[config.mk]
export PLATFORM = sky130hd
export DESIGN_NAME = flash_data_mem_access_ctrl
export DESIGN_NICKNAME = d
export VERILOG_FILES = /design/src/hw/flash_data_array.v /design/src/hw/flash_data_mem_access_ctrl.v
export VERILOG_INCLUDE_DIRS = /design/src /design/src/hw
export SDC_FILE = /design/constraint.sdc
export NUM_CORES = 1
export LEC_CHECK = 0
export BUFFER_PORTS_ARGS = -buffer_cell sky130_fd_sc_hd__buf_2
export CAP_MARGIN = 20
export CORE_ASPECT_RATIO = 0.7
export CORE_MARGIN = 3
export CORE_UTILIZATION = 45
export CTS_CLUSTER_SIZE = 20
export DETAILED_ROUTE_END_ITERATION = 6
export HOLD_SLACK_MARGIN = 0.12
export PLACE_DENSITY = 0.67
export SLEW_MARGIN = 10
export SYNTH_ARGS = -nofsm -noshare
export SYNTH_HDL_FRONTEND = slang
export SYNTH_HIERARCHICAL = 1
export SYNTH_SLANG_ARGS = --single-unit
[constraint.sdc]
create_clock -name MCLK_IN -period 16.37 [get_ports MCLK_IN]
set_clock_uncertainty 0.15 [all_clocks]
set_input_delay 1.637 -clock MCLK_IN [delete_from_list [all_inputs] [get_ports MCLK_IN]]
set_output_delay 1.637 -clock MCLK_IN [all_outputs]
set_load 0.03 [all_outputs]
[src/hw/flash_ctrl_map.vh]
`ifndef FLASH_CTRL_MAP_VH
`define FLASH_CTRL_MAP_VH

// register offsets on the plain register port
`define OFS_DATA_BYTE 3'h0
`define OFS_POINTER 3'h1
`define OFS_CONTROL 3'h2
`define OFS_IRQ_STATUS 3'h3
`define OFS_IRQ_MASK 3'h4
`define OFS_PROTECT 3'h5

// control register bit positions
`define BIT_FREE 4
`define BIT_WRITE_ERROR_FLAG 3
`define BIT_WRITE_ENABLE_BIT 2
`define BIT_WR 1
`define BIT_RD 0

// interrupt status / mask bit positions
`define IRQ_DONE 0
`define IRQ_ERR 1
`define IRQ_ABORT 2

// pointer fields
`define PTR_MSB 5
`define ROW_MSB 5
`define ROW_LSB 3
`define LAST_LATCH 2'h3

// reset and erased values
`define RST_BYTE 8'h00
`define ERASED_BYTE 8'hFF

// timing
`define CLK_FREQ_MHZ 125
`define ERASE_TIME_NS 2000
`define WRITE_TIME_NS 2000
`define LATCH_CYCLES 1
`define ERASE_CYCLES ((`ERASE_TIME_NS * `CLK_FREQ_MHZ + 999) / 1000)
`define WRITE_CYCLES ((`WRITE_TIME_NS * `CLK_FREQ_MHZ + 999) / 1000)

`endif

[src/hw/flash_data_array.v]
`timescale 1ns/1ps
`include "flash_ctrl_map.vh"

module flash_data_array #(
  parameter DEPTH = 64,
  parameter AW = 6
) (
  // clock and power-on reset
  input wire clk_in,
  input wire pwr_rst_in,
  // read side
  input wire [AW-1:0] rd_addr_in,
  output wire [7:0] rd_data_out,
  // write latch load
  input wire latch_we_in,
  input wire [1:0] latch_idx_in,
  input wire [7:0] latch_data_in,
  // row erase and four-byte program commits
  input wire erase_go_in,
  input wire [2:0] erase_row_in,
  input wire prog_go_in,
  input wire [AW-3:0] prog_word_in
);

  reg [7:0] mem_q [0:DEPTH-1];
  reg [7:0] latch_q [0:3];
  integer i;

  assign rd_data_out = mem_q[rd_addr_in];

  // storage survives device reset; only power-on clears it to erased
  always @(posedge clk_in or posedge pwr_rst_in)
  begin
    if (pwr_rst_in)
    begin
      for (i = 0; i < DEPTH; i = i + 1)
        mem_q[i] <= `ERASED_BYTE;
      for (i = 0; i < 4; i = i + 1)
        latch_q[i] <= `ERASED_BYTE;
    end
    else
    begin
      if (latch_we_in)
        latch_q[latch_idx_in] <= latch_data_in;
      if (erase_go_in)
      begin
        for (i = 0; i < 8; i = i + 1)
          mem_q[{erase_row_in, i[2:0]}] <= `ERASED_BYTE;
      end
      else if (prog_go_in)
      begin
        for (i = 0; i < 4; i = i + 1)
          mem_q[{prog_word_in, i[1:0]}] <= latch_q[i];
      end
    end
  end

endmodule

[src/hw/flash_data_mem_access_ctrl.v]
`timescale 1ns/1ps
`include "flash_ctrl_map.vh"

module flash_data_mem_access_ctrl #(
  parameter ERASE_CYCLES = `ERASE_CYCLES,
  parameter WRITE_CYCLES = `WRITE_CYCLES,
  parameter CW = 12
) (
  // clock and resets
  input wire MCLK_IN,
  input wire SYS_RST_IN,
  input wire PWR_ON_RST_IN,
  // register port
  input wire [2:0] REG_ADDR_IN,
  input wire [7:0] REG_WDATA_IN,
  input wire REG_WR_IN,
  input wire REG_RD_IN,
  output reg [7:0] REG_RDATA_OUT,
  // code protection state
  input wire CODE_PROTECT_IN,
  // interrupt
  output reg IRQ_OUT
);

  localparam [CW-1:0] ERASE_CNT = ERASE_CYCLES[CW-1:0];
  localparam [CW-1:0] WRITE_CNT = WRITE_CYCLES[CW-1:0];
  localparam integer LATCH_CYCLES_I = `LATCH_CYCLES;
  localparam [CW-1:0] LATCH_CNT = LATCH_CYCLES_I[CW-1:0];
  localparam [CW-1:0] CNT_ONE = {{(CW-1){1'b0}}, 1'b1};

  reg [7:0] data_q;
  reg [5:0] ptr_q;
  reg free_q, write_error_flag_q, write_enable_bit_q, wr_q;
  reg free_new_q, write_enable_new_q;
  reg erase_op_q, prog_op_q;
  reg [CW-1:0] cnt_q;
  reg first_q;
  reg cycle_mark_q;
  reg [2:0] irq_stat_q, irq_mask_q;
  reg [2:0] irq_stat_d;
  reg [7:0] rdata_d;

  wire [7:0] wd = REG_WDATA_IN;
  wire data_wr = REG_WR_IN && (REG_ADDR_IN == `OFS_DATA_BYTE);
  wire ptr_wr = REG_WR_IN && (REG_ADDR_IN == `OFS_POINTER);
  wire ctrl_wr = REG_WR_IN && (REG_ADDR_IN == `OFS_CONTROL);
  wire stat_wr = REG_WR_IN && (REG_ADDR_IN == `OFS_IRQ_STATUS);
  wire mask_wr = REG_WR_IN && (REG_ADDR_IN == `OFS_IRQ_MASK);
  // protection is deliberately not part of any gate here
  wire start = ctrl_wr && wd[`BIT_WR] && write_enable_bit_q && !wr_q;
  wire read_go = ctrl_wr && wd[`BIT_RD] && !wr_q;
  wire done = wr_q && (cnt_q == CNT_ONE);
  wire free_drop = free_new_q && !(ctrl_wr && wd[`BIT_WRITE_ENABLE_BIT]);
  wire write_enable_drop = write_enable_new_q && !(ctrl_wr && wd[`BIT_WR]);
  wire last_latch = (ptr_q[1:0] == `LAST_LATCH);
  wire [7:0] array_byte;

  flash_data_array #(
    .DEPTH(64),
    .AW(6)
  ) flash_data_array_i (
    .clk_in(MCLK_IN),
    .pwr_rst_in(PWR_ON_RST_IN),
    .rd_addr_in(ptr_q),
    .rd_data_out(array_byte),
    .latch_we_in(start && !free_q),
    .latch_idx_in(ptr_q[1:0]),
    .latch_data_in(data_q),
    .erase_go_in(done && erase_op_q),
    .erase_row_in(ptr_q[`ROW_MSB:`ROW_LSB]),
    .prog_go_in(done && prog_op_q),
    .prog_word_in(ptr_q[5:2])
  );

  // data and pointer; writes during a running cycle are dropped, as the core would stall
  always @(posedge MCLK_IN or posedge SYS_RST_IN)
  begin
    if (SYS_RST_IN)
    begin
      data_q <= `RST_BYTE;
      ptr_q <= 6'h00;
    end
    else
    begin
      if (read_go)
        data_q <= array_byte;
      else if (data_wr && !wr_q)
        data_q <= wd;
      if (ptr_wr && !wr_q)
        ptr_q <= wd[`PTR_MSB:0];
    end
  end

  // control bits, unlock windows and cycle timer
  always @(posedge MCLK_IN or posedge SYS_RST_IN)
  begin
    if (SYS_RST_IN)
    begin
      free_q <= 1'b0;
      write_error_flag_q <= 1'b0;
      write_enable_bit_q <= 1'b0;
      wr_q <= 1'b0;
      free_new_q <= 1'b0;
      write_enable_new_q <= 1'b0;
      erase_op_q <= 1'b0;
      prog_op_q <= 1'b0;
      cnt_q <= {CW{1'b0}};
      first_q <= 1'b1;
    end
    else
    begin
      first_q <= 1'b0;
      free_new_q <= ctrl_wr && !wr_q && wd[`BIT_FREE] && !free_q;
      write_enable_new_q <= ctrl_wr && !wr_q && wd[`BIT_WRITE_ENABLE_BIT] && !write_enable_bit_q;
      if (wr_q)
      begin
        cnt_q <= cnt_q - CNT_ONE;
        if (done)
        begin
          wr_q <= 1'b0;
          write_enable_bit_q <= 1'b0;
          write_error_flag_q <= 1'b0;
          erase_op_q <= 1'b0;
          prog_op_q <= 1'b0;
          if (erase_op_q)
            free_q <= 1'b0;
        end
      end
      else if (start)
      begin
        wr_q <= 1'b1;
        erase_op_q <= free_q;
        prog_op_q <= !free_q && last_latch;
        if (free_q)
          cnt_q <= ERASE_CNT;
        else if (last_latch)
          cnt_q <= WRITE_CNT;
        else
          cnt_q <= LATCH_CNT;
      end
      else
      begin
        if (free_drop)
          free_q <= 1'b0;
        else if (ctrl_wr)
          free_q <= wd[`BIT_FREE];
        if (write_enable_drop)
          write_enable_bit_q <= 1'b0;
        else if (ctrl_wr)
          write_enable_bit_q <= wd[`BIT_WRITE_ENABLE_BIT];
        if (first_q && cycle_mark_q)
          write_error_flag_q <= 1'b1;
        else if (ctrl_wr)
          write_error_flag_q <= wd[`BIT_WRITE_ERROR_FLAG];
      end
    end
  end

  // marks a running cycle across device reset; only power-on clears it outright
  always @(posedge MCLK_IN or posedge PWR_ON_RST_IN)
  begin
    if (PWR_ON_RST_IN)
      cycle_mark_q <= 1'b0;
    else if (start)
      cycle_mark_q <= 1'b1;
    else if (done || (first_q && !SYS_RST_IN))
      cycle_mark_q <= 1'b0;
  end

  // sticky events: a new event beats a clear in the same cycle
  always @*
  begin
    irq_stat_d = irq_stat_q;
    if (stat_wr)
      irq_stat_d = irq_stat_d & ~wd[2:0];
    if (done)
      irq_stat_d[`IRQ_DONE] = 1'b1;
    if (first_q && cycle_mark_q)
      irq_stat_d[`IRQ_ERR] = 1'b1;
    if ((free_drop || write_enable_drop) && !start)
      irq_stat_d[`IRQ_ABORT] = 1'b1;
  end

  // read mux, answered the cycle after the strobe
  always @*
  begin
    rdata_d = 8'h00;
    if (REG_ADDR_IN == `OFS_DATA_BYTE)
      rdata_d = data_q;
    else if (REG_ADDR_IN == `OFS_POINTER)
      rdata_d = {2'b00, ptr_q};
    else if (REG_ADDR_IN == `OFS_CONTROL)
      rdata_d = {3'b000, free_q, write_error_flag_q, write_enable_bit_q, wr_q, 1'b0};
    else if (REG_ADDR_IN == `OFS_IRQ_STATUS)
      rdata_d = {5'b00000, irq_stat_q};
    else if (REG_ADDR_IN == `OFS_IRQ_MASK)
      rdata_d = {5'b00000, irq_mask_q};
    else if (REG_ADDR_IN == `OFS_PROTECT)
      rdata_d = {7'h00, CODE_PROTECT_IN};
  end

  // interrupt registers and registered outputs
  always @(posedge MCLK_IN or posedge SYS_RST_IN)
  begin
    if (SYS_RST_IN)
    begin
      irq_stat_q <= 3'h0;
      irq_mask_q <= 3'h0;
      IRQ_OUT <= 1'b0;
      REG_RDATA_OUT <= 8'h00;
    end
    else
    begin
      irq_stat_q <= irq_stat_d;
      if (mask_wr)
        irq_mask_q <= wd[2:0];
      IRQ_OUT <= |(irq_stat_d & (mask_wr ? wd[2:0] : irq_mask_q));
      REG_RDATA_OUT <= REG_RD_IN ? rdata_d : 8'h00;
    end
  end

endmodule

==> impl_metrics.json <==
{
  "die_w_um": 298,
  "synth_top_cell_by_area": "dfstp_2",
  "crit_chain": "buf_4 -> buf_4 -> mux4_2 -> mux2i_1 -> a21oi_1 -> o211ai_1 -> o21ai_1 -> a221o_1",
  "final_core_util": 0.508,
  "wl_per_cell_um": 25.3,
  "syn_area_per_cell_um2": 11.4,
  "netlist_area_mm2": 0.0269,
  "critical_path.max_fanout": 50,
  "crit_type": "reg2reg",
  "die_y_um": 211,
  "synth_seq_area_share": 0.578,
  "synthTopCellsByArea": "dfstp_2, mux4_2, a21oi_1, nor2_1, dfrtp_1",
  "hold_viol_final": 0,
  "initial_core_util": 0.458,
  "r2r_slack_ps": 11820,
  "worstSetupStartpointType": "flop",
  "dieArea_mm2": 0.0629,
  "yosys_warnings": 6,
  "synth.top_cell.area_share": 0.532,
  "status": "finished clean",
  "post_cts_buffers": 0,
  "maxSlewHeadroom": 0.255,
  "worstMarginPinSlew_ps": 1110,
  "dp_hpwl_mm": 48.7,
  "synth_edf_count": 0,
  "synth_seq_cells": 595,
  "clk_pin_slew_worst_paths_ps": 70,
  "cts.repair.resized": 0,
  "max-vdd-ir-drop_mv": 0.0954,
  "r2r-end": "data_q[5]",
  "dp_slack_ps": 11630,
  "cts_root_buf": "clkbuf_16",
  "synth_fp_nets": 2373,
  "cts_hold_buf": 0,
  "io_pins": 26,
  "ant_nets": 0,
  "fp.coreArea_mm2": 0.0588,
  "drc_errors": 0,
  "cp-end-kind": "flop",
  "fillCellCount": 5079,
  "arrival_ps": 4870,
  "fin_tns_setup_ps": 0,
  "num_rows": 74,
  "grt_max_degree": 193,
  "grtUsageTotal": 0.255,
  "synthFlopType": "dfstp_2",
  "syn_inst": 2354,
  "hold_depth": 1,
  "maxCapViolations": 0,
  "gp_congestion": 0.854,
  "final_cell_mix": "dfstp_2, nor2_1, a21oi_1, mux4_2, nand2_1",
  "layout_setup_ws_ps": 11820,
  "setup_viol": 0,
  "first_iter_violations": 2232,
  "clk_path_buf_depth": 3,
  "antenna_found_initial": 5,
  "via_per_inst": 6.20,
  "numClockSinks": 595,
  "io_buffers": 25,
  "critPathRequiredTime_ps": 16700,
  "p_leak_uw": 0.0113,
  "slew_viol_final": 0,
  "numCtsBuffers": 53,
  "holdPathEnd": "cnt_q[11]",
  "htreeDepth": 2,
  "worstSkewPairLatency_ps": 600,
  "rsz0062_at_grt": "false",
  "first_pass_iters": 6,
  "max_stage_delay_ps": 1040,
  "cpMostUsedCell": "buf_4",
  "reg2reg_depth": 8,
  "synthToLayoutAreaGrowth_pct": 10.9,
  "grt_pass1_vias": 19500,
  "cts_tree": "done",
  "grt_pass1_wl_mm": 123,
  "async_flop_share": 1.00,
  "r2r_start": "ptr_q[1]",
  "whs_ps": 341,
  "gr-total-overflow": 0,
  "drive_above_1_share": 0.414,
  "yosys.cell_types.count": 74,
  "period_needed_ps": 4550,
  "wl_mm": 79.8,
  "crit_slowest_cell": "dfrtp_4",
  "layout_commonest_cell": "dfstp_2",
  "min_path_type": "reg2reg",
  "hold_path_startpoint": "cnt_q[11]",
  "fmax_mhz": 220,
  "powerDensity_mw_per_mm2": 126,
  "vias": 19600,
  "nets": 2336,
  "fin_crit_sh": 0.278
}
==> layout make-up <==
cell class	instances	area, um^2	share of cell area
antenna	1	2.50	0.0000838
clock buffer	75	1560	0.0523
clock inverter	25	211	0.00708
inverter	16	67.6	0.00226
multi-input combinational	1549	10700	0.357
sequential	595	15600	0.522
tap	798	998	0.0334
timing repair buffer	102	781	0.0261
==> synth_stat cells (all sizes together), types with 3 or more instances <==
cell and instances:
a21boi 3, a2bb2oi 66, o22ai 22, o21ai 31
nand2 84, nand3b 5, a211oi 14, o31ai 20
mux4 129, o41ai 4, mux2i 9, or2 5
and3 3, nor3b 6, mux2 45, a21oi 471
nor2b 15, or3 3, dfstp 545, clkbuf 100
dfrtp 50, inv 15, buf 94, nor3 12
o221ai 10, a31oi 9, nor2 507, o21a 6
nand3 12, nand2b 8, and2 8, a221o 7
nand4 3
==> per-stage QoR <==
step	std cells	instance area (um^2)	power, uW
after floorplan	2354	26900	2140
after global placement	3052	28000	2470
after detailed placement	3055	28000	2490
after CTS	3155	29800	3770
after global routing	3160	29900	3900
final	3161	29900	3770
==> flip-flops by register name (all words and copies together) (netlist names), 3 cells and up <==
name                        flops
ptr_q                           6
irq_stat_q                      3
data_q                          8
flash_data_array_i/mem_q      512
cnt_q                          12
irq_mask_q                      3
REG_RDATA_OUT                   8
flash_data_array_i/latch_q     32
==> report_power, final <==
| part | leakage [uW] | internal (uW) | switching (uW) |
|---|---|---|---|
| logic | 0.00418 | 255 | 572 |
| registers | 0.00623 | 1540 | 128 |
| clock network | 0.000884 | 714 | 569 |
==> how the worst max path moves through the flow <==
stage / startpoint / to / slack, ps / cells after the start
floorplan: PWR_ON_RST_IN / flash_data_array_i/latch_q[0] / 4440 / 1
detailed placement: wr_q / flash_data_array_i/mem_q[228] / 11630 / 9
finish: ptr_q[1] / data_q[5] / 11820 / 8
global placement: wr_q / flash_data_array_i/mem_q[236] / 11830 / 9
CTS: wr_q / flash_data_array_i/mem_q[228] / 11600 / 9
global route: ptr_q[1] / data_q[5] / 11570 / 8
==> logic make-up after synthesis <==
group,Yosys count,share of synthesized area
fa+ha+maj,2,0.000929
simple gates,684,0.106
flops,595,0.578
mux,183,0.130
buf+inv,210,0.0350
compound gates,679,0.149
other cells,1,0.000139
==> critical path, delay by kind of cell, from the launching register on <==
family | cells | cell delay, ps
AOI/OAI and AO/OA | 4 | 1110
buffers and inverters | 2 | 1540
DFF | 1 | 1040
muxes | 2 | 560
==> layer usage <==
layer,wire [um],track usage,vias up,share of wire
met3,9570,0.0905,136,0.12
met4,1840,0.0630,6,0.023
li1,-,-,8312,-
met1,34800,0.379,10200,0.44
met5,41,0,-,0.00051
met2,33600,0.357,961,0.42
Power figures use the tool's default switching activity.
